==> src/hw/acis_pkg.sv <==
// Package: register map, field layout and types of the converter clock and input select
package acis_pkg;

    // Word register byte addresses (offsets chosen, one aligned word each)
    localparam logic [3:0] ACIS_TIMING_ADDR = 4'h0;
    localparam logic [3:0] ACIS_TRIO_ADDR   = 4'h4;
    localparam logic [3:0] ACIS_FIRST_ADDR  = 4'h8;
    localparam logic [3:0] ACIS_SCAN_ADDR   = 4'hc;
    localparam logic [4:0] ACIS_CTRL_ADDR   = 5'h10;

    // Timing register fields, register write masks and reset value
    localparam int ACIS_SRC_BIT       = 15;
    localparam int ACIS_SAMPLE_LSB    = 8;
    localparam int ACIS_DIV_LSB       = 0;
    localparam logic [15:0] ACIS_TIMING_MASK = 16'h9fff;
    localparam logic [15:0] ACIS_TRIO_MASK   = 16'h0707;
    localparam logic [15:0] ACIS_FIRST_MASK  = 16'h9f9f;
    localparam logic [15:0] ACIS_SCAN_MASK   = 16'h01ff;
    localparam logic [15:0] ACIS_CTRL_MASK   = 16'h0f07;
    localparam logic [15:0] ACIS_RESET_VAL   = 16'h0000;

    // Divider limit and trigger code for auto-convert
    localparam logic [7:0] ACIS_DIV_MAX  = 8'h3f;
    localparam logic [2:0] ACIS_TRIG_AUTO = 3'h7;
    localparam int         ACIS_NUM_IN    = 9;

    // Mux select codes to the analog side
    localparam logic [3:0] ACIS_SEL_LOW_REF = 4'hf;
    localparam logic [3:0] ACIS_SEL_NREF  = 4'he;

    typedef enum logic [2:0] {
        ACIS_IDLE = 3'b001,
        ACIS_SAMP = 3'b010,
        ACIS_CONV = 3'b100
    } acis_state_e;

    typedef struct packed {
        logic [3:0] first_pos;
        logic [3:0] first_neg;
        logic [3:0] trio_pos_base;
        logic [3:0] trio_neg_base;
    } acis_mux_s;

endpackage : acis_pkg

==> src/hw/acis_div.sv <==
// Conversion clock period generator: one-cycle enable per period
`timescale 1ns/1ps
module acis_div (
    input  wire logic       clk_i,        // System clock
    input  wire logic       rst_i,        // Synchronous reset
    input  wire logic       rc_sel_i,     // Internal RC source selected
    input  wire logic       rc_tick_i,    // RC clock tick, already synchronised
    input  wire logic [7:0] div_i,        // Divider field
    output logic            tick_o        // One conversion clock period elapsed
);
    import acis_pkg::*;

    logic [7:0] cnt_q;
    logic [7:0] cnt_d;
    logic       tick_q;
    logic       tick_d;

    always_comb begin
        cnt_d  = cnt_q;
        tick_d = 1'b0;
        if (rc_sel_i) begin
            cnt_d  = 8'h00;
            tick_d = rc_tick_i;
        end else if (cnt_q >= div_i) begin
            cnt_d  = 8'h00;
            tick_d = 1'b1;
        end else begin
            cnt_d = cnt_q + 8'h01;
        end
    end

    always_ff @(posedge clk_i) begin
        if (rst_i) begin
            cnt_q  <= 8'h00;
            tick_q <= 1'b0;
        end else begin
            cnt_q  <= cnt_d;
            tick_q <= tick_d;
        end
    end

    assign tick_o = tick_q;

    a_div_period: assert property (@(posedge clk_i) disable iff (rst_i)
        (!rc_sel_i && cnt_q == 8'h00 && $past(cnt_q) != 8'h00 && $stable(div_i)
            && !$past(rc_sel_i)) |-> tick_q)
        else $error("divider tick missing after wrap");
    a_div_rc: assert property (@(posedge clk_i) disable iff (rst_i)
        rc_sel_i |-> ##1 (tick_q == $past(rc_tick_i)))
        else $error("rc tick not passed through");
endmodule : acis_div

==> src/hw/acis_top.sv <==
// Converter clock source, sample timer and analog input select logic
//
// Design decisions made here: the register offsets and the Wishbone slave port.
`timescale 1ns/1ps
module acis_top #(
    parameter int NUM_PINS = 9                        // Analog inputs bonded out
) (
    input  wire logic              clk_i,             // 200 MHz system clock
    input  wire logic              rst_i,             // Synchronous reset, high
    input  wire logic              wb_cyc_i,          // Wishbone cycle
    input  wire logic              wb_stb_i,          // Wishbone strobe
    input  wire logic              wb_we_i,           // Wishbone write enable
    input  wire logic [4:0]        wb_adr_i,          // Wishbone byte address
    input  wire logic [3:0]        wb_sel_i,          // Wishbone byte selects
    input  wire logic [31:0]       wb_dat_i,          // Wishbone write data
    output logic      [31:0]       wb_dat_o,          // Wishbone read data
    output logic                   wb_ack_o,          // Wishbone acknowledge
    input  wire logic              rc_clk_i,          // Internal RC oscillator pin
    input  wire logic              sample_start_i,    // Sampling begins, pulse
    input  wire logic              conv_done_i,       // Core finished conversion, pulse
    output logic                   conv_start_o,      // End sampling, start conversion
    output logic                   sampling_o,        // Sample-and-hold tracking
    output logic                   tad_tick_o,        // Conversion clock period pulse
    output acis_pkg::acis_mux_s    mux_o,             // Mux selects to analog side
    output logic                   sample_b_o         // Current sample uses B selects
);
    import acis_pkg::*;

    initial begin
        if (NUM_PINS < 6 || NUM_PINS > ACIS_NUM_IN) begin
            $error("NUM_PINS must be 6 to 9");
        end
    end

    // Registers
    logic [15:0] timing_q, timing_d;
    logic [15:0] trio_q, trio_d;
    logic [15:0] first_q, first_d;
    logic [15:0] scan_q, scan_d;
    logic [15:0] ctrl_q, ctrl_d;
    logic [31:0] rdat_q, rdat_d;
    logic        ack_q, ack_d;

    wire logic       src_rc     = timing_q[ACIS_SRC_BIT];
    wire logic [4:0] auto_sample_periods = timing_q[ACIS_SAMPLE_LSB +: 5];
    wire logic [7:0] divider    = timing_q[ACIS_DIV_LSB +: 8];
    wire logic [2:0] trig_src   = ctrl_q[2:0];
    wire logic       res12      = ctrl_q[8];
    wire logic       scan_en    = ctrl_q[9];
    wire logic       alt_mode   = ctrl_q[10];

    function automatic logic [15:0] merge(input logic [15:0] old,
                                          input logic [31:0] wd,
                                          input logic [3:0]  sel,
                                          input logic [15:0] mask);
        logic [15:0] v;
        v = old;
        if (sel[0]) v[7:0]  = wd[7:0];
        if (sel[1]) v[15:8] = wd[15:8];
        merge = v & mask;
    endfunction : merge

    wire logic req = wb_cyc_i && wb_stb_i && !ack_q;

    always_comb begin
        timing_d = timing_q;
        trio_d   = trio_q;
        first_d  = first_q;
        scan_d   = scan_q;
        ctrl_d   = ctrl_q;
        rdat_d   = rdat_q;
        ack_d    = req;
        if (req) begin
            rdat_d = 32'h0000_0000;
            if (wb_adr_i == {1'b0, ACIS_TIMING_ADDR}) begin
                rdat_d[15:0] = timing_q;
                if (wb_we_i) timing_d = merge(timing_q, wb_dat_i, wb_sel_i, ACIS_TIMING_MASK);
            end else if (wb_adr_i == {1'b0, ACIS_TRIO_ADDR}) begin
                rdat_d[15:0] = trio_q;
                if (wb_we_i) trio_d = merge(trio_q, wb_dat_i, wb_sel_i, ACIS_TRIO_MASK);
            end else if (wb_adr_i == {1'b0, ACIS_FIRST_ADDR}) begin
                rdat_d[15:0] = first_q;
                if (wb_we_i) first_d = merge(first_q, wb_dat_i, wb_sel_i, ACIS_FIRST_MASK);
            end else if (wb_adr_i == {1'b0, ACIS_SCAN_ADDR}) begin
                rdat_d[15:0] = scan_q;
                if (wb_we_i) scan_d = merge(scan_q, wb_dat_i, wb_sel_i, ACIS_SCAN_MASK);
            end else if (wb_adr_i == ACIS_CTRL_ADDR) begin
                rdat_d[15:0] = ctrl_q;
                rdat_d[16]   = sampling_o;
                rdat_d[17]   = sample_b_o;
                if (wb_we_i) ctrl_d = merge(ctrl_q, wb_dat_i, wb_sel_i, ACIS_CTRL_MASK);
            end
        end
    end

    always_ff @(posedge clk_i) begin
        if (rst_i) begin
            timing_q <= ACIS_RESET_VAL;
            trio_q   <= ACIS_RESET_VAL;
            first_q  <= ACIS_RESET_VAL;
            scan_q   <= ACIS_RESET_VAL;
            ctrl_q   <= ACIS_RESET_VAL;
            rdat_q   <= 32'h0000_0000;
            ack_q    <= 1'b0;
        end else begin
            timing_q <= timing_d;
            trio_q   <= trio_d;
            first_q  <= first_d;
            scan_q   <= scan_d;
            ctrl_q   <= ctrl_d;
            rdat_q   <= rdat_d;
            ack_q    <= ack_d;
        end
    end

    assign wb_dat_o = rdat_q;
    assign wb_ack_o = ack_q;

    // RC pin synchroniser and edge detect on the second stage
    logic rc_s1_q, rc_s2_q, rc_s3_q;
    always_ff @(posedge clk_i) begin
        if (rst_i) begin
            rc_s1_q <= 1'b0;
            rc_s2_q <= 1'b0;
            rc_s3_q <= 1'b0;
        end else begin
            rc_s1_q <= rc_clk_i;
            rc_s2_q <= rc_s1_q;
            rc_s3_q <= rc_s2_q;
        end
    end

    logic tick;
    acis_div u_div (
        .clk_i     (clk_i),
        .rst_i     (rst_i),
        .rc_sel_i  (src_rc),
        .rc_tick_i (rc_s2_q && !rc_s3_q),
        .div_i     (divider),
        .tick_o    (tick)
    );

    // Sample timer state machine
    acis_state_e st_q, st_d;
    logic [4:0]  tcnt_q, tcnt_d;
    logic        start_q, start_d;
    logic        alt_q, alt_d;
    logic [3:0]  scan_ptr_q, scan_ptr_d;

    function automatic logic [3:0] next_scan(input logic [3:0] cur, input logic [8:0] m);
        logic [3:0] r;
        logic       found;
        r = cur;
        found = 1'b0;
        for (int k = 1; k <= ACIS_NUM_IN; k++) begin
            if (!found && m[(32'(cur) + k) % ACIS_NUM_IN]) begin
                r = 4'((32'(cur) + k) % ACIS_NUM_IN);
                found = 1'b1;
            end
        end
        next_scan = r;
    endfunction : next_scan

    // Skip a pointer that sits on an unselected input
    wire logic [3:0] scan_cur = scan_q[scan_ptr_q] ? scan_ptr_q
                                                   : next_scan(scan_ptr_q, scan_q[8:0]);

    always_comb begin
        st_d       = st_q;
        tcnt_d     = tcnt_q;
        start_d    = 1'b0;
        alt_d      = alt_q;
        scan_ptr_d = scan_ptr_q;
        case (st_q)
            ACIS_IDLE: begin
                if (sample_start_i) begin
                    st_d   = ACIS_SAMP;
                    tcnt_d = 5'h00;
                end
            end
            ACIS_SAMP: begin
                if (trig_src == ACIS_TRIG_AUTO) begin
                    if (tcnt_q >= auto_sample_periods) begin
                        st_d    = ACIS_CONV;
                        start_d = 1'b1;
                    end else if (tick) begin
                        tcnt_d = tcnt_q + 5'h01;
                    end
                end else if (sample_start_i) begin
                    st_d    = ACIS_CONV;
                    start_d = 1'b1;
                end
            end
            ACIS_CONV: begin
                if (conv_done_i) begin
                    st_d  = ACIS_IDLE;
                    alt_d = alt_mode ? !alt_q : 1'b0;
                    if (scan_en && !alt_q) begin
                        scan_ptr_d = next_scan(scan_cur, scan_q[8:0]);
                    end
                end
            end
            default: st_d = ACIS_IDLE;
        endcase
        if (!alt_mode) alt_d = 1'b0;
    end

    // Mux selects for the current sample
    acis_mux_s mux_d, mux_q;
    logic [3:0] pos_sel;
    logic [4:0] pos_code;
    always_comb begin
        pos_code = alt_q ? first_q[12:8] : first_q[4:0];
        if (scan_en && !alt_q) pos_code = {1'b0, scan_cur};
        pos_sel = pos_code[3:0];
        if (32'(pos_code) >= NUM_PINS) pos_sel = ACIS_SEL_LOW_REF;
        mux_d.first_pos = pos_sel;
        mux_d.first_neg = (alt_q ? first_q[15] : first_q[7]) ? 4'h1 : ACIS_SEL_NREF;
        mux_d.trio_pos_base = (alt_q ? trio_q[8] : trio_q[0]) ? 4'h3 : 4'h0;
        mux_d.trio_neg_base = ACIS_SEL_NREF;
        if ((alt_q ? trio_q[10:9] : trio_q[2:1]) == 2'b10 && NUM_PINS == ACIS_NUM_IN)
            mux_d.trio_neg_base = 4'h6;
        if (res12) begin
            mux_d.trio_pos_base = ACIS_SEL_LOW_REF;
            mux_d.trio_neg_base = ACIS_SEL_LOW_REF;
        end
    end

    always_ff @(posedge clk_i) begin
        if (rst_i) begin
            st_q       <= ACIS_IDLE;
            tcnt_q     <= 5'h00;
            start_q    <= 1'b0;
            alt_q      <= 1'b0;
            scan_ptr_q <= 4'h0;
            mux_q      <= '0;
        end else begin
            st_q       <= st_d;
            tcnt_q     <= tcnt_d;
            start_q    <= start_d;
            alt_q      <= alt_d;
            scan_ptr_q <= scan_ptr_d;
            mux_q      <= mux_d;
        end
    end

    logic samp_q, tick_q;
    always_ff @(posedge clk_i) begin
        if (rst_i) begin
            samp_q <= 1'b0;
            tick_q <= 1'b0;
        end else begin
            samp_q <= (st_d == ACIS_SAMP);
            tick_q <= tick;
        end
    end

    assign conv_start_o = start_q;
    assign sampling_o   = samp_q;
    assign tad_tick_o   = tick_q;
    assign mux_o        = mux_q;
    assign sample_b_o   = alt_q;

    a_auto_end: assert property (@(posedge clk_i) disable iff (rst_i)
        (st_q == ACIS_SAMP && trig_src == ACIS_TRIG_AUTO && tcnt_q >= auto_sample_periods)
            |-> ##1 (start_q && st_q == ACIS_CONV))
        else $error("auto sample did not end");
    a_no_auto: assert property (@(posedge clk_i) disable iff (rst_i)
        (st_q == ACIS_SAMP && trig_src != ACIS_TRIG_AUTO && !sample_start_i)
            |-> ##1 !start_q)
        else $error("conversion started without trigger");
    a_first_neg: assert property (@(posedge clk_i) disable iff (rst_i)
        (!alt_q && first_q[7] && $stable(first_q)) |-> ##1 (mux_q.first_neg == 4'h1))
        else $error("first negative select wrong");
    a_trio_pos: assert property (@(posedge clk_i) disable iff (rst_i)
        (!res12 && !alt_q && trio_q[0]) |-> ##1 (mux_q.trio_pos_base == 4'h3 || $changed(alt_q)
            || $changed(trio_q) || $changed(res12)))
        else $error("trio positive select wrong");
    a_unused_zero: assert property (@(posedge clk_i) disable iff (rst_i)
        (timing_q & ~ACIS_TIMING_MASK) == 16'h0000 && (scan_q & ~ACIS_SCAN_MASK) == 16'h0000)
        else $error("reserved bits set");
    a_wb_ack: assert property (@(posedge clk_i) disable iff (rst_i)
        (wb_cyc_i && wb_stb_i && !ack_q) |-> ##1 ack_q ##1 !ack_q)
        else $error("ack timing wrong");
    a_alt_off: assert property (@(posedge clk_i) disable iff (rst_i)
        !alt_mode |-> ##1 !alt_q)
        else $error("sample B used with alternate off");
    a_tick_count: assert property (@(posedge clk_i) disable iff (rst_i)
        (st_q == ACIS_SAMP && tick && tcnt_q < auto_sample_periods && trig_src == ACIS_TRIG_AUTO)
            |-> ##1 (tcnt_q == $past(tcnt_q) + 5'h01))
        else $error("sample count not advanced");
endmodule : acis_top

==> config.mk <==
export PLATFORM = sky130hd
export DESIGN_NAME = acis_top
export DESIGN_NICKNAME = d
export VERILOG_FILES = /design/src/hw/acis_pkg.sv /design/src/hw/acis_div.sv /design/src/hw/acis_top.sv
export SDC_FILE = /design/constraint.sdc
export NUM_CORES = 1
export LEC_CHECK = 0
export ABC_AREA = 1
export BUFFER_PORTS_ARGS = -buffer_cell sky130_fd_sc_hd__buf_2
export CORE_AREA = 3 3 167 169
export DETAILED_ROUTE_END_ITERATION = 16
export DIE_AREA = 0 0 170 172
export HOLD_SLACK_MARGIN = 0.05
export MAX_ROUTING_LAYER = met4
export PLACE_DENSITY_LB_ADDON = 0.12
export SYNTH_ARGS = -nofsm -noshare
export SYNTH_HDL_FRONTEND = slang
export SYNTH_HIERARCHICAL = 1
export SYNTH_SLANG_ARGS = --single-unit
export TNS_END_PERCENT = 5
==> constraint.sdc <==
create_clock -name clk_i -period 12.25 [get_ports clk_i]
set_clock_uncertainty 0.05 [all_clocks]
set_input_delay 1.225 -clock clk_i [delete_from_list [all_inputs] [get_ports clk_i]]
set_output_delay 1.225 -clock clk_i [all_outputs]
set_load 0.01 [all_outputs]
Yosys cells after proc, flatten, opt, wreduce, memory -nomap -nowiden --
Cells that the tools add are included.
Operators by class: multiply operators 0, bitwise logic cells 6, shift-type cells 0, div/mod/pow operators 18, multiplexer cells 132, add/sub/neg operators 20, order comparisons 22, reduce and logical (&&, ||, !) cells 57, eq/ne operators 14
Operators with widths (count):
- < comparator 32 x 5 -> 1 bit, second input constant | 18
- remainder unit 32 x 4 -> 32 bit, second input constant | 18
- 2-to-1 mux 4 bit | 22
- binary-select mux 1 bit (select 4 bit) | 19
- 2-to-1 mux 1 bit | 66
- 2-to-1 mux 16 bit | 4
- adder 4 x 3 -> 5 bit, second input constant | 8
- 2-to-1 mux 5 bit | 6
- adder 4 x 2 -> 5 bit, second input constant | 4
- adder 4 x 4 -> 5 bit, second input constant | 4
- logical AND 1 bit | 20
- zero test 1 bit | 19
- 2-to-1 mux 18 bit | 1
- AND reduction 8 bit | 2
- 2-to-1 mux 3 bit | 5
- AND reduction 5 bit | 3
- AND reduction 7 bit | 2
- 2-to-1 mux 2 bit | 6
- AND reduction 6 bit | 2
- adder 4 x 1 -> 5 bit, second input constant | 2
- == test 5 x 4 -> 1 bit, second input constant | 2
- case mux 5 bit (2 select lines) | 1
- case mux 3 bit (3 select lines) | 1
- adder 8 x 1 -> 8 bit, second input constant | 1
- 22 further kinds | 33
Storage, ports and cells: ROM bits 0, flip-flop bits (word level) 111, bits in writable memories 0, word-level logic and storage cells 297, memories kept 0, latch bits 0

Depth between registers and ports, before layout --
depth after elaboration 83, depth in mapped cells 76, gate-level depth less buffers 72

Hierarchy --
Netlist, hierarchy kept.
Modules (own cells, without submodules):
- acis_top | instances 1, area each 12355.6 um2, cells an instance 2061, sequential area each 1881.8 um2
- acis_div | instances 1, area each 616.8 um2, cells an instance 89, sequential area each 180.2 um2

Least setup slack after synthesis --
OpenSTA, ideal clock, no wires.
kind reg-to-reg, start point register scan_ptr_q[0], end point register scan_ptr_q[0], cell stages (with the launch flop) 69, arrival time 9372 ps, slack 2698 ps, clock period less this slack 9552 ps, data required time 12070 ps, library setup time 130 ps, path buffers 7, cells stage by stage dfxtp_1 > buf_6 > clkbuf_1 > clkbuf_1 > inv_1 > ha_1 > buf_2 > inv_2 > ha_1 > nor2_1 > nand3_2 > nand2_2 > xor2_1 > inv_1 > ha_1 > nor2_1 > nand3_1 > nand2_1 > [33 not listed] > nand2_2 > nand2_1 > nand2_1 > nand3_1 > nand3_1 > nand3_1 > nand3_1 > nand2_1 > nor2_8 > nand4_4 > nor2_4 > nand3_2 > inv_1 > nand2_1 > nand2_1 > inv_1 > nand2_1 > a21oi_1
Between the ends: cells in the longest elaborated chain, start to end 83, elaborated cells between the ends (all ways) 165, classes of those cells add/sub: 18; div: 18; mux: 97; reduce/logical: 32
RTL lines:
- from (decl) | RTL line acis_top.sv:148 | logic [3:0] scan_ptr_q, scan_ptr_d;
- from (signal assigned) | RTL line acis_top.sv:242 | scan_ptr_q <= scan_ptr_d;
- adder 4 x 1 -> 5 bit | RTL line acis_top.sv:156, acis_top.sv:157
- remainder unit 32 x 4 -> 32 bit | RTL line acis_top.sv:156, acis_top.sv:157
- binary-select mux 1 bit (select 4 bit) | RTL line acis_top.sv:156 | if (!found && m[(32'(cur) + k) % ACIS_NUM_IN]) begin
- 2-to-1 mux 1 bit (implied by the code) | RTL line acis_top.sv:156
- 2-to-1 mux 1 bit | RTL line acis_top.sv:156
- zero test 1 bit | RTL line acis_top.sv:156
- logical AND 1 bit | RTL line acis_top.sv:156
- 2-to-1 mux 1 bit | RTL line acis_top.sv:156
- [67 not listed]
- logical AND 1 bit | RTL line acis_top.sv:156
- 2-to-1 mux 1 bit | RTL line acis_top.sv:156
- 2-to-1 mux 1 bit | RTL line acis_top.sv:198 | if (scan_en && !alt_q) begin
- 2-to-1 mux 1 bit | RTL line acis_top.sv:195 | if (conv_done_i) begin
- 2-to-1 mux 1 bit | RTL line acis_top.sv:174 | case (st_q)
- zero test 1 bit | RTL line acis_top.sv:156
- logical AND 1 bit | RTL line acis_top.sv:156
- 2-to-1 mux 4 bit (*) | RTL line acis_top.sv:156
Every way passes the cells marked *; elsewhere a longest branch is shown, timed or not. The select of a mux whose other input is x is not followed. A chain may end at the register's enable or synchronous reset.

Worst setup path in the final report --
start point register scan_ptr_q[1], end point register scan_ptr_q[1]
Same word-level chain as after synthesis.

==> metrics.md <==
| Metric | Value |
|---|---|
| Run status | finished clean |
| Clock slew at the register clock pins of the worst setup and hold paths | approximately 70 ps |
| Clock Latency Late Sink | between 300 and 400 ps |
| Gr usage total | about a quarter |
| Kind of launch point of the worst setup path | flop |
| Proportion of synthesized chip area in sequential cells | between 10% and 20% |
| FFs w/ async S/R, synth | 0% |
| Multi-input combinational cell area | approximately 0.0093 mm² |
| Class of the tightest hold or removal check | reg2reg |
| Vias in the first global route | 12305 |
| Share of the clock period used by the worst path after layout | between 80% and 90% |
| Total congestion overflow after global routing | 0 |
| Int Power | 529.0 µW |
| Net switching power figure | 228.8 µW |
| Boundary Pins | 102 |
| Cell type with the highest aggregate area in the netlist | sky130_fd_sc_hd__dfxtp_1 |
| Clock tree from TritonCTS | done |
| Post-detailed-route DRC marker count | 0 |
| Pin count of the biggest net entering global routing | between 50 and 60 |
| Buffer levels on the longest clock path | 2 |
| Initial antenna violation count | 0 |
| # Post-CTS Setup Buffers | 0 |
| Number of synthesized flops with an enable pin | 0 |
| Die Outline Area | 0.02924 mm² |
| Critical Path End Type | flop |
| Number of nets with antenna violations after routing | 0 |
| Synthesized instance count | ~2200 |
| Setup slack, reg-to-reg | roughly 2100 ps |
| Die Y | 172 µm |
| Count of instances resized after the clock tree is built | 0 |
| Data arrival time of the critical path | 10310 ps |
| Via count of the routed design | around 14000 |
| Summed instance area of the synthesized netlist | about 0.013 mm² |
| Number of hold buffers added after CTS | 0 |
| Biggest fanout along the worst timing path | 15 |
| Max Fclk | between 90 and 100 MHz |
| Most repeated cell in the gate-level netlist after synthesis | sky130_fd_sc_hd__nand2_1 |
| Leak | between 0.006 and 0.007 µW |
| Yosys warnings | 6 |
| DR vias/cell | 5.478 |
| Routed wirelength normalized by instance count | 15.24 µm |
| Fraction of post-synthesis cell area in the top cell type by area | between 10% and 20% |
| Critical path's most frequent cell | sky130_fd_sc_hd__nand2_1 |
| Number of placed instances, taps included | ~2500 |
| Routed Wire Length | 38450 µm |
| Number of slew-limit violations in the final report | 0 |
| Wire length of the first global-routing pass | between 60000 and 70000 µm |
| Data required time at the worst endpoint | 12400 ps |
| Number of hold violations in the final report | 0 |
| Inserted Diodes | 0 |
| Clock buffer count from CTS | 9 |
| Commonest register cell after synthesis | sky130_fd_sc_hd__dfxtp_1 |
| Sequential Area | between 0.002 and 0.0025 mm² |
| Fraction of final layout cells sized beyond drive strength 1 | approximately a tenth |
| Max H-tree Level | 3 |
| Number of search-and-repair iterations in the first detailed-routing pass | 6 |
| Post-detailed-placement half-perimeter wirelength | roughly 29000 µm |
| Clock Power Share | between 30% and 40% |
| Filler cell count in the final layout | 2857 |
| Aggregate negative setup slack | 0 ps |
| Buffers added on ports | 65 |
| Max-slew headroom at the worst pin | 38.83% |
| Fraction of power consumed by sequential logic | between 40 and 50% |
| Area growth from synthesis to layout | 5.922% |
| RSZ-0062 raised after global routing | false |
| Most frequent cells after synthesis | 541 x sky130_fd_sc_hd__nand2_1, 291 x sky130_fd_sc_hd__inv_1, 269 x sky130_fd_sc_hd__nand3_1, 120 x sky130_fd_sc_hd__ha_1, 119 x sky130_fd_sc_hd__o21ai_0 |
| Std cell rows | 60 |
| Minimum period implied by the final worst setup slack | between 10000 and 15000 ps |
| Initial Util | a little under 50% |
| Final setup violation count | 0 |
| Register bit count reported by yosys | 103 |
| Width of the die | approximately 170 µm |
| Sw Ratio | roughly 30% |
| Post-synthesis average cell area | ~6.0 µm² |
| Iteration-0 DRC count of the detailed router | 1018 |
| Peak supply drop | slightly below 0.07 mV |
| Final nets | roughly 2300 |
| Number of distinct library cells after synthesis | 59 |
| Total power density per cell area | 55.15 mW/mm² |
| Max cap viols | 0 |
| Crit-path max cell delay | roughly 680 ps |
| Clock root buffer master | sky130_fd_sc_hd__clkbuf_16 |
| Combinational cell fraction of total power | 17.8% |
| Cell with the largest stage delay on the worst path | sky130_fd_sc_hd__ha_1 |
| Critical path class | reg2reg |
| Placer congestion estimate | 0.9040 |
| Number of standard cells in the final layout excluding fillers | between 2000 and 3000 |
| Clock tree sinks | between 100 and 150 |
| Final worst hold slack | 357.1 ps |
| Worst-margin pin slew | approximately 910 ps |
| Area of the core | around 0.027 mm² |
| Top cells by area, synth | sky130_fd_sc_hd__dfxtp_1 16%, sky130_fd_sc_hd__nand2_1 16%, sky130_fd_sc_hd__ha_1 12% |
## through the flow
stage / util (%) / worst slack (ps) / power [µW] / cell area [µm²]
after floorplan: - / 2698 / 454.9 / 13030
after global placement: 50.37 / 2445 / 483.4 / 13460
after detailed placement: 50.37 / 2198 / 485.9 / 13460
after CTS: 51.41 / 2157 / 760.1 / 13740
after global routing: 51.41 / 1031 / 794.7 / 13740
final: 51.41 / 2086 / 757.9 / 13740
## worst max-delay path: cells and delay by family, from the launching register on
family / cells / cell delay [ps]
buffers and inverters: 9 / 1410
XOR/XNOR: 2 / 620
flip-flops: 1 / 330
adder cells (fa/ha/maj): 6 / 2010
AO/OA/AOI/OAI: 2 / 180
AND/OR/NAND/NOR: 46 / 5390
## state kept, by name, indices dropped and copies added, names as in the netlist
| register | flops |
|---|---|
| ctrl_q | 7 |
| rc_s1_q | 1 |
| trio_q | 6 |
| wb_ack_o | 1 |
| sample_b_o | 1 |
| scan_ptr_q | 4 |
| tcnt_q | 5 |
| rc_s3_q | 1 |
| timing_q | 14 |
| scan_q | 9 |
| conv_start_o | 1 |
| u_div/tick_o | 1 |
| rc_s2_q | 1 |
| tad_tick_o | 1 |
| u_div/cnt_q | 8 |
| sampling_o | 1 |
| first_q | 12 |
| mux_o | 10 |
| st_q | 3 |
| wb_dat_o | 16 |
## cells in the final DEF (no fill, tap or decap), types with 4 or more instances in the layout
| master | instances |
|---|---|
| sky130_fd_sc_hd__nand2_4 | 8 |
| sky130_fd_sc_hd__nor2_4 | 4 |
| sky130_fd_sc_hd__buf_2 | 65 |
| sky130_fd_sc_hd__clkinv_1 | 6 |
| sky130_fd_sc_hd__nor2_1 | 116 |
| sky130_fd_sc_hd__o21ai_2 | 5 |
| sky130_fd_sc_hd__ha_1 | 120 |
| sky130_fd_sc_hd__a21oi_1 | 101 |
| sky130_fd_sc_hd__dfxtp_1 | 103 |
| sky130_fd_sc_hd__nand2_2 | 46 |
| sky130_fd_sc_hd__xor2_1 | 54 |
| sky130_fd_sc_hd__xnor2_1 | 11 |
| sky130_fd_sc_hd__nand3b_1 | 12 |
| sky130_fd_sc_hd__nor3_1 | 24 |
| sky130_fd_sc_hd__nor2_2 | 6 |
| sky130_fd_sc_hd__o21ai_0 | 119 |
| sky130_fd_sc_hd__nand2_1 | 541 |
| sky130_fd_sc_hd__clkbuf_16 | 9 |
| sky130_fd_sc_hd__o211ai_1 | 29 |
| sky130_fd_sc_hd__inv_2 | 36 |
| sky130_fd_sc_hd__nand3_4 | 4 |
| sky130_fd_sc_hd__inv_1 | 291 |
| sky130_fd_sc_hd__nand3_2 | 15 |
| sky130_fd_sc_hd__nor3b_1 | 4 |
| sky130_fd_sc_hd__o21ai_1 | 31 |
| sky130_fd_sc_hd__nand4_1 | 40 |
| sky130_fd_sc_hd__a22oi_1 | 9 |
| sky130_fd_sc_hd__o31ai_1 | 11 |
| sky130_fd_sc_hd__o22ai_1 | 14 |
| sky130_fd_sc_hd__nand3_1 | 269 |
| sky130_fd_sc_hd__a31oi_1 | 9 |
| sky130_fd_sc_hd__conb_1 | 16 |
| sky130_fd_sc_hd__buf_4 | 8 |
| sky130_fd_sc_hd__o41ai_1 | 4 |
## power groups by stage
stage                     Combinational [µW]  Clock, µW  Sequential, µW
final                                    135        279             344
after global routing                     154        296             345
after CTS                                134        282             344
after detailed placement                 134          0             352
after global placement                   132          0             352
after floorplan                          103          0             352
## final cells by class
type | instances | share of cell area (%)
clock inverters | 4 | 0.2732
well taps | 341 | 3.105
multi-input cells | 1655 | 67.87
inverters | 335 | 9.179
flip-flops and latches | 103 | 15.01
clock buffers | 11 | 1.767
repair buffers | 73 | 2.805
## layer usage
layer / up-vias / part of all wire, % / global-route usage, %
met5: - / 0 / -
met4: 0 / 2.0 / 6.667
met3: 59 / 5.4 / 2.126
met2: 382 / 47 / 43.55
met1: 6307 / 46 / 34.69
li1: 7067 / - / -
## worst paths after layout
check | start | end | cells past startpoint
max | scan_ptr_q[1] | scan_ptr_q[1] | 65
min | rc_s1_q | rc_s2_q | 2
max reg2reg | scan_ptr_q[1] | scan_ptr_q[1] | 65
min reg2reg | rc_s1_q | rc_s2_q | 2
## logic make-up after synthesis
logic type               Yosys count  synth area share, %
AND/OR/NAND/NOR                 1104                39.69
buffers and inverters            407                12.65
AO/OA/AOI/OAI                    347                15.31
XOR/XNOR                          68                4.851
other                              1              0.02891
adder cells (fa/ha/maj)          120                11.57
flip-flops                       103                15.90
Note: power is estimated with default switching activity, not from simulation.
